`config.mk`:
```
export PLATFORM = sky130hd
export DESIGN_NAME = rtb_timer
export DESIGN_NICKNAME = d
export VERILOG_FILES = /design/src/shared/rtb_pkg.sv /design/src/rtl/rtb_prescaler.sv /design/src/rtl/rtb_timer.sv
export SDC_FILE = /design/constraint.sdc
export NUM_CORES = 1
export LEC_CHECK = 0
export CORE_ASPECT_RATIO = 0.75
export CORE_MARGIN = 5
export CORE_UTILIZATION = 55
export DETAILED_ROUTE_END_ITERATION = 7
export DONT_BUFFER_PORTS = 1
export GPL_TIMING_DRIVEN = 0
export MAX_ROUTING_LAYER = met4
export PLACE_DENSITY = 0.76
export SLEW_MARGIN = 5
export SYNTH_ARGS = -nofsm -noshare
export SYNTH_HDL_FRONTEND = slang
export SYNTH_HIERARCHICAL = 1
export SYNTH_SLANG_ARGS = --single-unit
export TNS_END_PERCENT = 20
```
`constraint.sdc`:
```
create_clock -name aclk -period 5.9 [get_ports aclk]
set_input_delay 0 -clock aclk [delete_from_list [all_inputs] [get_ports aclk]]
set_output_delay 0 -clock aclk [all_outputs]
set_load 0.02 [all_outputs]
```
`src/shared/rtb_pkg.sv`:
```
// Package for the reload timer with baud select: register map, fields,
// reset values and interrupt bit layout.
// Assumes an AXI4-Lite slave with 32-bit data, byte addresses below.
package rtb_pkg;

   localparam int           RTB_AW            = 8;
   localparam logic [7:0]   RTB_OFS_CONTROL   = 8'hC4;
   localparam logic [7:0]   RTB_OFS_RELOAD_LO = 8'hC5;
   localparam logic [7:0]   RTB_OFS_RELOAD_HI = 8'hC6;
   // Word-aligned byte addresses are index times four
   localparam logic [9:0]   RTB_ADDR_CONTROL  = 10'h310;
   localparam logic [9:0]   RTB_ADDR_RELOAD_LO = 10'h314;
   localparam logic [9:0]   RTB_ADDR_RELOAD_HI = 10'h318;
   localparam logic [9:0]   RTB_ADDR_IRQ_STAT = 10'h320;
   localparam logic [9:0]   RTB_ADDR_IRQ_MASK = 10'h324;
   localparam logic [9:0]   RTB_ADDR_ISR_ACK  = 10'h328;

   localparam int           RTB_BIT_PS_LSB    = 0;
   localparam int           RTB_BIT_RUN       = 3;
   localparam int           RTB_BIT_OVF       = 4;
   localparam int           RTB_BIT_BAUD_SRC  = 5;
   localparam int           RTB_BIT_FE_SEL    = 6;
   localparam int           RTB_BIT_DOUBLE    = 7;

   localparam logic [7:0]   RTB_RST_CONTROL   = 8'h00;
   localparam logic [7:0]   RTB_RST_RELOAD    = 8'h00;
   localparam logic [15:0]  RTB_RST_COUNT     = 16'h0000;
   localparam logic [15:0]  RTB_COUNT_MAX     = 16'hFFFF;
   localparam logic [6:0]   RTB_RST_PRESCALE  = 7'h00;

   localparam int           RTB_IRQ_OVF       = 0;
   localparam logic [1:0]   RTB_RST_IRQ       = 2'h0;

   localparam logic [1:0]   RTB_RESP_OKAY     = 2'b00;
   localparam logic [1:0]   RTB_RESP_SLVERR   = 2'b10;

endpackage

```
`src/rtl/rtb_prescaler.sv`:
```
// Power-of-two prescaler producing one tick per selected divisor.
// Assumes a single clock domain; the tick is a one-cycle pulse, except at divisor 1 where it stays high while running.
`timescale 1ns/1ps
`default_nettype none
module rtb_prescaler
   import rtb_pkg::*;
(
   input  wire logic       aclk,
   input  wire logic       aresetn,
   input  wire logic       run,
   input  wire logic [2:0] select,
   output logic            tick
);
   logic [6:0] div_reg;
   logic [6:0] mask;

   // Divisor 2^select: tick when the low select bits are all ones
   always_comb begin
      mask = 7'((8'h01 << select) - 8'h01);
   end

   always_ff @(posedge aclk) begin
      if (!aresetn) begin
         div_reg <= RTB_RST_PRESCALE;
      end else if (!run) begin
         div_reg <= RTB_RST_PRESCALE;
      end else begin
         div_reg <= div_reg + 7'h01;
      end
   end

   always_comb begin
      tick = run && ((div_reg & mask) == mask);
   end
endmodule
`default_nettype wire

```
`src/rtl/rtb_timer.sv`:
```
// Reload timer with baud select options and an AXI4-Lite register port.
// Assumes aclk is the timer clock and software serves the interrupt.
//
// Operation
// - Counter overflow sets control bit 4
// - Service entry clears overflow flag in hardware
// - Software writes set or clear overflow flag
// - Bit 3 halts (0) or runs (1) counter
// - Prescale code divides clock by 2^code
// - Low reload byte gives reload bits 7:0
// - High reload byte gives reload bits 15:8
// - Bit 5 picks first port baud timer
// - Bit 7 doubles second port mode 2 baud
// - Bit 6 steers second port bit 7 access
`timescale 1ns/1ps
`default_nettype none
module rtb_timer
   import rtb_pkg::*;
(
   input  wire logic        aclk,
   input  wire logic        aresetn,
   input  wire logic        s_axi_awvalid,
   output logic             s_axi_awready,
   input  wire logic [9:0]  s_axi_awaddr,
   input  wire logic [2:0]  s_axi_awprot,
   input  wire logic        s_axi_wvalid,
   output logic             s_axi_wready,
   input  wire logic [31:0] s_axi_wdata,
   input  wire logic [3:0]  s_axi_wstrb,
   output logic             s_axi_bvalid,
   input  wire logic        s_axi_bready,
   output logic [1:0]       s_axi_bresp,
   input  wire logic        s_axi_arvalid,
   output logic             s_axi_arready,
   input  wire logic [9:0]  s_axi_araddr,
   input  wire logic [2:0]  s_axi_arprot,
   output logic             s_axi_rvalid,
   input  wire logic        s_axi_rready,
   output logic [31:0]      s_axi_rdata,
   output logic [1:0]       s_axi_rresp,
   input  wire logic        isr_enter,
   output logic             overflow_pulse,
   output logic             baud_source_select,
   output logic             second_port_baud_double,
   output logic             framing_error_access_select,
   output logic             irq
);
   import rtb_pkg::*;

   ////////////////////////////////////////////////////////////////////////
   // Declarations

   logic [7:0]  timer_b_control_reg;
   logic [7:0]  timer_b_reload_low_reg;
   logic [7:0]  timer_b_reload_high_reg;
   logic [15:0] count_reg;
   logic [1:0]  irq_stat_reg;
   logic [1:0]  irq_mask_reg;
   logic        ovf_pulse_reg;
   logic        isr_meta_reg;
   logic        isr_sync_reg;
   logic        isr_prev_reg;
   logic        isr_edge;
   logic        tick;
   logic        overflow;
   logic [15:0] reload_value;

   logic        aw_held_reg;
   logic [9:0]  aw_addr_reg;
   logic        w_held_reg;
   logic [31:0] w_data_reg;
   logic [3:0]  w_strb_reg;
   logic        wr_fire;
   logic        wr_hit;
   logic        ovf_wr_set;
   logic        ovf_wr_clr;
   logic        aw_held_next;
   logic        w_held_next;
   logic        bvalid_next;
   logic        rvalid_next;

   logic        run;
   logic [2:0]  prescale_select;

   ////////////////////////////////////////////////////////////////////////
   // Address decode, shared by read and write paths

   function automatic logic [2:0] reg_sel(input logic [9:0] addr);
      if (addr == RTB_ADDR_CONTROL) begin
         reg_sel = 3'd1;
      end else if (addr == RTB_ADDR_RELOAD_LO) begin
         reg_sel = 3'd2;
      end else if (addr == RTB_ADDR_RELOAD_HI) begin
         reg_sel = 3'd3;
      end else if (addr == RTB_ADDR_IRQ_STAT) begin
         reg_sel = 3'd4;
      end else if (addr == RTB_ADDR_IRQ_MASK) begin
         reg_sel = 3'd5;
      end else if (addr == RTB_ADDR_ISR_ACK) begin
         reg_sel = 3'd6;
      end else begin
         reg_sel = 3'd0;
      end
   endfunction

   ////////////////////////////////////////////////////////////////////////
   // Write channel: address and data taken in either order

   always_comb begin
      aw_held_next = !wr_fire &&
                     (aw_held_reg || (s_axi_awvalid && s_axi_awready));
      w_held_next  = !wr_fire &&
                     (w_held_reg || (s_axi_wvalid && s_axi_wready));
      bvalid_next  = wr_fire || (s_axi_bvalid && !s_axi_bready);
   end

   // Readies registered from each channel's next state, same timing
   always_ff @(posedge aclk) begin
      if (!aresetn) begin
         s_axi_awready <= 1'b1;
         s_axi_wready  <= 1'b1;
      end else begin
         s_axi_awready <= !aw_held_next && !bvalid_next;
         s_axi_wready  <= !w_held_next && !bvalid_next;
      end
   end

   always_ff @(posedge aclk) begin
      if (!aresetn) begin
         aw_held_reg <= 1'b0;
         aw_addr_reg <= 10'h000;
      end else if (wr_fire) begin
         aw_held_reg <= 1'b0;
      end else if (s_axi_awvalid && s_axi_awready) begin
         aw_held_reg <= 1'b1;
         aw_addr_reg <= s_axi_awaddr;
      end
   end

   always_ff @(posedge aclk) begin
      if (!aresetn) begin
         w_held_reg <= 1'b0;
         w_data_reg <= 32'h0000_0000;
         w_strb_reg <= 4'h0;
      end else if (wr_fire) begin
         w_held_reg <= 1'b0;
      end else if (s_axi_wvalid && s_axi_wready) begin
         w_held_reg <= 1'b1;
         w_data_reg <= s_axi_wdata;
         w_strb_reg <= s_axi_wstrb;
      end
   end

   always_comb begin
      wr_fire = aw_held_reg && w_held_reg;
      wr_hit  = wr_fire && w_strb_reg[0];
   end

   always_ff @(posedge aclk) begin
      if (!aresetn) begin
         s_axi_bvalid <= 1'b0;
         s_axi_bresp  <= RTB_RESP_OKAY;
      end else if (wr_fire) begin
         s_axi_bvalid <= 1'b1;
         s_axi_bresp  <= (reg_sel(aw_addr_reg) == 3'd0) ?
                         RTB_RESP_SLVERR : RTB_RESP_OKAY;
      end else if (s_axi_bready) begin
         s_axi_bvalid <= 1'b0;
      end
   end

   ////////////////////////////////////////////////////////////////////////
   // Control register

   always_comb begin
      run             = timer_b_control_reg[RTB_BIT_RUN];
      prescale_select = timer_b_control_reg[RTB_BIT_PS_LSB +: 3];
      ovf_wr_set = wr_hit && reg_sel(aw_addr_reg) == 3'd1 &&
                   w_data_reg[RTB_BIT_OVF];
      ovf_wr_clr = wr_hit && reg_sel(aw_addr_reg) == 3'd1 &&
                   !w_data_reg[RTB_BIT_OVF];
   end

   always_ff @(posedge aclk) begin
      if (!aresetn) begin
         timer_b_control_reg <= RTB_RST_CONTROL;
      end else begin
         if (wr_hit && reg_sel(aw_addr_reg) == 3'd1) begin
            timer_b_control_reg[RTB_BIT_DOUBLE]   <=
               w_data_reg[RTB_BIT_DOUBLE];
            timer_b_control_reg[RTB_BIT_FE_SEL]   <=
               w_data_reg[RTB_BIT_FE_SEL];
            timer_b_control_reg[RTB_BIT_BAUD_SRC] <=
               w_data_reg[RTB_BIT_BAUD_SRC];
            timer_b_control_reg[RTB_BIT_RUN]      <=
               w_data_reg[RTB_BIT_RUN];
            timer_b_control_reg[RTB_BIT_PS_LSB +: 3] <=
               w_data_reg[RTB_BIT_PS_LSB +: 3];
         end
         // Hardware overflow beats any clear in the same cycle
         if (overflow) begin
            timer_b_control_reg[RTB_BIT_OVF] <= 1'b1;
         end else if (ovf_wr_set) begin
            timer_b_control_reg[RTB_BIT_OVF] <= 1'b1;
         end else if (ovf_wr_clr || isr_edge) begin
            timer_b_control_reg[RTB_BIT_OVF] <= 1'b0;
         end
      end
   end

   // Reload bytes: a write while running is accepted as is
   always_ff @(posedge aclk) begin
      if (!aresetn) begin
         timer_b_reload_low_reg  <= RTB_RST_RELOAD;
         timer_b_reload_high_reg <= RTB_RST_RELOAD;
      end else if (wr_hit) begin
         if (reg_sel(aw_addr_reg) == 3'd2) begin
            timer_b_reload_low_reg <= w_data_reg[7:0];
         end else if (reg_sel(aw_addr_reg) == 3'd3) begin
            timer_b_reload_high_reg <= w_data_reg[7:0];
         end
      end
   end

   ////////////////////////////////////////////////////////////////////////
   // Service-entry strobe from the core, synchronised and edge detected

   always_ff @(posedge aclk) begin
      if (!aresetn) begin
         isr_meta_reg <= 1'b0;
         isr_sync_reg <= 1'b0;
         isr_prev_reg <= 1'b0;
      end else begin
         isr_meta_reg <= isr_enter;
         isr_sync_reg <= isr_meta_reg;
         isr_prev_reg <= isr_sync_reg;
      end
   end

   always_comb begin
      isr_edge = (isr_sync_reg && !isr_prev_reg) ||
                 (wr_hit && reg_sel(aw_addr_reg) == 3'd6 &&
                  w_data_reg[0]);
   end

   ////////////////////////////////////////////////////////////////////////
   // Counter

   rtb_prescaler u_prescaler (
      .aclk    (aclk),
      .aresetn (aresetn),
      .run     (run),
      .select  (prescale_select),
      .tick    (tick)
   );

   always_comb begin
      reload_value = {timer_b_reload_high_reg,
                      timer_b_reload_low_reg};
      overflow     = tick && (count_reg == RTB_COUNT_MAX);
   end

   // Bytes may be written while running; the count loads the new reload value at the next overflow
   always_ff @(posedge aclk) begin
      if (!aresetn) begin
         count_reg <= RTB_RST_COUNT;
      end else if (overflow) begin
         count_reg <= reload_value;
      end else if (tick) begin
         count_reg <= count_reg + 16'h0001;
      end
   end

   ////////////////////////////////////////////////////////////////////////
   // Interrupt status and mask, status cleared by writing one

   always_ff @(posedge aclk) begin
      if (!aresetn) begin
         irq_stat_reg <= RTB_RST_IRQ;
         irq_mask_reg <= RTB_RST_IRQ;
      end else begin
         if (wr_hit && reg_sel(aw_addr_reg) == 3'd5) begin
            irq_mask_reg <= w_data_reg[1:0];
         end
         irq_stat_reg[1] <= 1'b0;
         if (overflow) begin
            irq_stat_reg[RTB_IRQ_OVF] <= 1'b1;
         end else if (wr_hit && reg_sel(aw_addr_reg) == 3'd4 &&
                      w_data_reg[RTB_IRQ_OVF]) begin
            irq_stat_reg[RTB_IRQ_OVF] <= 1'b0;
         end
      end
   end

   ////////////////////////////////////////////////////////////////////////
   // Registered outputs

   always_ff @(posedge aclk) begin
      if (!aresetn) begin
         irq                         <= 1'b0;
         overflow_pulse              <= 1'b0;
         baud_source_select          <= 1'b0;
         second_port_baud_double     <= 1'b0;
         framing_error_access_select <= 1'b0;
      end else begin
         irq            <= |(irq_stat_reg & irq_mask_reg);
         overflow_pulse <= overflow;
         baud_source_select <= timer_b_control_reg[RTB_BIT_BAUD_SRC];
         second_port_baud_double <=
            timer_b_control_reg[RTB_BIT_DOUBLE];
         framing_error_access_select <=
            timer_b_control_reg[RTB_BIT_FE_SEL];
      end
   end

   ////////////////////////////////////////////////////////////////////////
   // Read channel: one cycle from address to data

   always_comb begin
      rvalid_next = (s_axi_arvalid && s_axi_arready) ||
                    (s_axi_rvalid && !s_axi_rready);
   end

   always_ff @(posedge aclk) begin
      if (!aresetn) begin
         s_axi_arready <= 1'b1;
      end else begin
         s_axi_arready <= !rvalid_next;
      end
   end

   always_ff @(posedge aclk) begin
      if (!aresetn) begin
         s_axi_rvalid <= 1'b0;
         s_axi_rdata  <= 32'h0000_0000;
         s_axi_rresp  <= RTB_RESP_OKAY;
      end else if (s_axi_arvalid && s_axi_arready) begin
         s_axi_rvalid <= 1'b1;
         s_axi_rresp  <= RTB_RESP_OKAY;
         s_axi_rdata  <= 32'h0000_0000;
         case (reg_sel(s_axi_araddr))
            3'd1: s_axi_rdata[7:0] <= timer_b_control_reg;
            3'd2: s_axi_rdata[7:0] <= timer_b_reload_low_reg;
            3'd3: s_axi_rdata[7:0] <= timer_b_reload_high_reg;
            3'd4: s_axi_rdata[1:0] <= irq_stat_reg;
            3'd5: s_axi_rdata[1:0] <= irq_mask_reg;
            3'd6: s_axi_rdata[15:0] <= count_reg;
            default: s_axi_rresp <= RTB_RESP_SLVERR;
         endcase
      end else if (s_axi_rready) begin
         s_axi_rvalid <= 1'b0;
      end
   end

endmodule
`default_nettype wire

```
==> impl_metrics.ini <==
[run_status]
outcome = complete, no violations

[synthesis]
netlist_area_um2 = 4790
synth-simple-area-share_pct = 25.3
synth-async-reset-ratio_pct = 0
synth-xor-area-share_pct = 1.65
synth_top_family_by_area = simple AND/OR/NAND/NOR gates
synth_compound_area_share_pct = 17.9
synthAdderAreaFrac_pct = 0.522
yosys_warnings = 6
syn_area_per_cell_um2 = 8.51
synthCells = 563
ys_seq_area_share_pct = 42.6
synthFlopType = dfxtp_1
synth_cell_types = 63
synth_edf_count = 0
muxShareOfSynthArea_pct = 5.28
ys_ff_latch = 102

[worst_hold_path]
hold_class = primary input to register

[worst_setup_path]
critical_path_class = register to register
worstReg2RegStart = u_prescaler/div_reg[0]$_SDFF_PN0_
critical-path-top-delay-family = simple AND/OR/NAND/NOR gates
crit_required_ns = 6.16
critical_path_cell_count = 9
r2r-end = count_reg[0]$_SDFFE_PN0P_
cp-start-kind = register
worst-path-max-fanout = 10
cp_data_arrival_time_ns = 2.69
crit_buf_inv = 1
reg2reg_depth = 9
cp-endpoint = count_reg[0]$_SDFFE_PN0P_
worstPathCellList = and2_1, nand3_1, a21oi_1, o221a_2, nand4_4, or4_1, buf_6, and3_4, a211oi_2
critPathCaptureType = register
rrSetupSlack_ns = 3.46
cpPeakStageDelay_ns = 0.56
startpoint = u_prescaler/div_reg[0]$_SDFF_PN0_
slowest_stage = or4_1

[finish]
syn2layout_area_growth_pct = 15.7
layout.area.seq_um2 = 2040
mostFrequentLayoutCells = 102 x dfxtp_1, 69 x nand2_1, 55 x a21oi_1, 40 x nand3_1, 40 x o21ai_0
layout_commonest_cell = dfxtp_1
multi_input_area_um2 = 2490
n_fill_cell = 707
nets = 689
drive_gt1_share_pct = 11.3
instances_no_fill = 730
diodes = 0

[routing]
drt-pass1-iter-count = 6
drtIter0Drc = 458
wl_per_cell_um = 17.7
vias = 4416
drcViolationCount = 0
drt.antenna.violating_nets = 0
via_per_inst = 6.05
drt_wl_total_um = 12900

[pwr]
power_mw = 1.42
p_per_area_nw_per_um2 = 257
leakage_nw = 1.96
peakVddDrop_v = 0.000158

[global_route]
track_usage_pct = 24.5
grt_pass1_vias = 4117
grt_first_pass_wirelength_um = 20800
overflow = 0
antenna_found_initial = 0
grt_max_degree = 19

[timing]
worst_pin_slew_ns = 0.826
finalHoldViolations = 0
drv_slew = 0
slew-limit-headroom_pct = 44.5
tns_ns = 0
fin_skew_ns = 0.00821
fmax_mhz = 411
rsz0062_at_grt = no
setup_viol = 0
setup_ws_ns = 3.46
fin_crit_ns = 2.44
timing.final.crit_share_pct = 41.3

[place]
dpl.cell_count = 688
post-place-ws_ns = 3.52
portBuffers = 0
gp_congestion = 0.908
hpwl_um = 9440

[clock_tree]
cts_buffer_depth = 2
clock_latency_ns = 0.34
numCtsBuffers = 9
clock-root-buffer = clkbuf_16
clkTransAtPathRegs_ns = 0.07
h-tree-depth = 3
cts_tree = yes
cts_setup_buffers = 0
clock-sinks = 102

[die]
die_h_um = 90.8
die_x_um = 118
start_util_pct = 56.4
die_area_um2 = 10700
rows = 29
io_pins = 116
coreArea_um2 = 8490

[run]
max-cap-violations = 0
per-stage QoR:
step           instance area, µm²  hold slack [ns]  util [%]
2_1_floorplan                4850            0.127         -
3_3_place_gp                 4990            0.130      58.8
3_5_place_dp                 4990            0.132      58.8
4_1_cts                      5540           0.0139      65.3
5_1_grt                      5540           0.0689      65.3
6_report                     5540           0.0263      65.3
worst min path at each step:
stage,cells past startpoint,slack (ns),startpoint,endpoint
after floorplan,1,0.13,isr_enter,isr_meta_reg$_SDFF_PN0_
final,3,0.03,s_axi_araddr[2],s_axi_rdata[0]$_SDFFE_PN0P_
after CTS,3,0.01,s_axi_araddr[2],s_axi_rdata[0]$_SDFFE_PN0P_
after detailed placement,1,0.13,isr_enter,isr_meta_reg$_SDFF_PN0_
after global routing,3,0.07,s_axi_arvalid,s_axi_rdata[0]$_SDFFE_PN0P_
after global placement,1,0.13,isr_enter,isr_meta_reg$_SDFF_PN0_
cells by family (layout without fill, tap and decap cells):
family,after synthesis,in the layout
xor gates and xnor gates,9,9
buffers and inverters,62,104
muxes,25,25
DFF,102,102
and+or+nand+nor,222,222
AOI/OAI and AO/OA,140,140
other,1,18
adders and majority gates,2,2
final cells by class:
cell class	instances	area share, %
buffer	49	4.88
clock buffer	10	4.31
clock inverter	6	0.971
inverter	13	0.881
multi-input combinational	416	45.0
sequential	102	36.8
tap	108	2.44
timing repair buffer	26	4.70
cell usage after synthesis, types with 3 or more instances:
master	instances	area, µm²
a22oi_1	3	22.5
buf_4	18	135
a221oi_1	13	114
nor4_1	9	56.3
mux2i_1	23	230
clkbuf_1	17	63.8
nand2b_1	4	25.0
nand4bb_1	3	33.8
a21oi_1	55	275
or2_2	3	18.8
xor2_1	4	35.0
dfxtp_1	102	2040
nand2_1	69	259
a2bb2oi_1	3	26.3
nand3_1	40	200
nand4_1	9	56.3
or4_2	3	26.3
buf_2	9	45.0
buf_1	4	15.0
nor2_1	31	116
or3_1	6	37.5
o21ai_0	40	200
nor2b_1	5	31.3
xnor2_1	5	43.8
inv_1	12	45.0
and3_1	5	31.3
a31oi_1	8	50.1
and2_1	8	50.1
nor3_1	8	40.0
power breakdown:
part           internal, mW  switching, mW
sequential            0.705         0.0220
combinational        0.0482         0.0685
clock                 0.305          0.273
metal layers:
metal | vias up | routed length, µm | global-route usage, %
met5 | - | 0 | -
met4 | 0 | 280 | 8.88
met2 | 227 | 5490 | 35.0
met3 | 30 | 1380 | 4.95
li1 | 2110 | - | -
met1 | 2049 | 5770 | 34.2
tightest hold or removal path, cell delays in order:
cell and delay, ns:
o22ai_1 0.05, a22oi_1 0.17, a221oi_1 0.10
what timing repair did:
action,in CTS,in global routing
resized for setup,0,0
hold buffers,26,0
endpoints found under the hold margin,34,0
(Power assumes the default switching activity.)
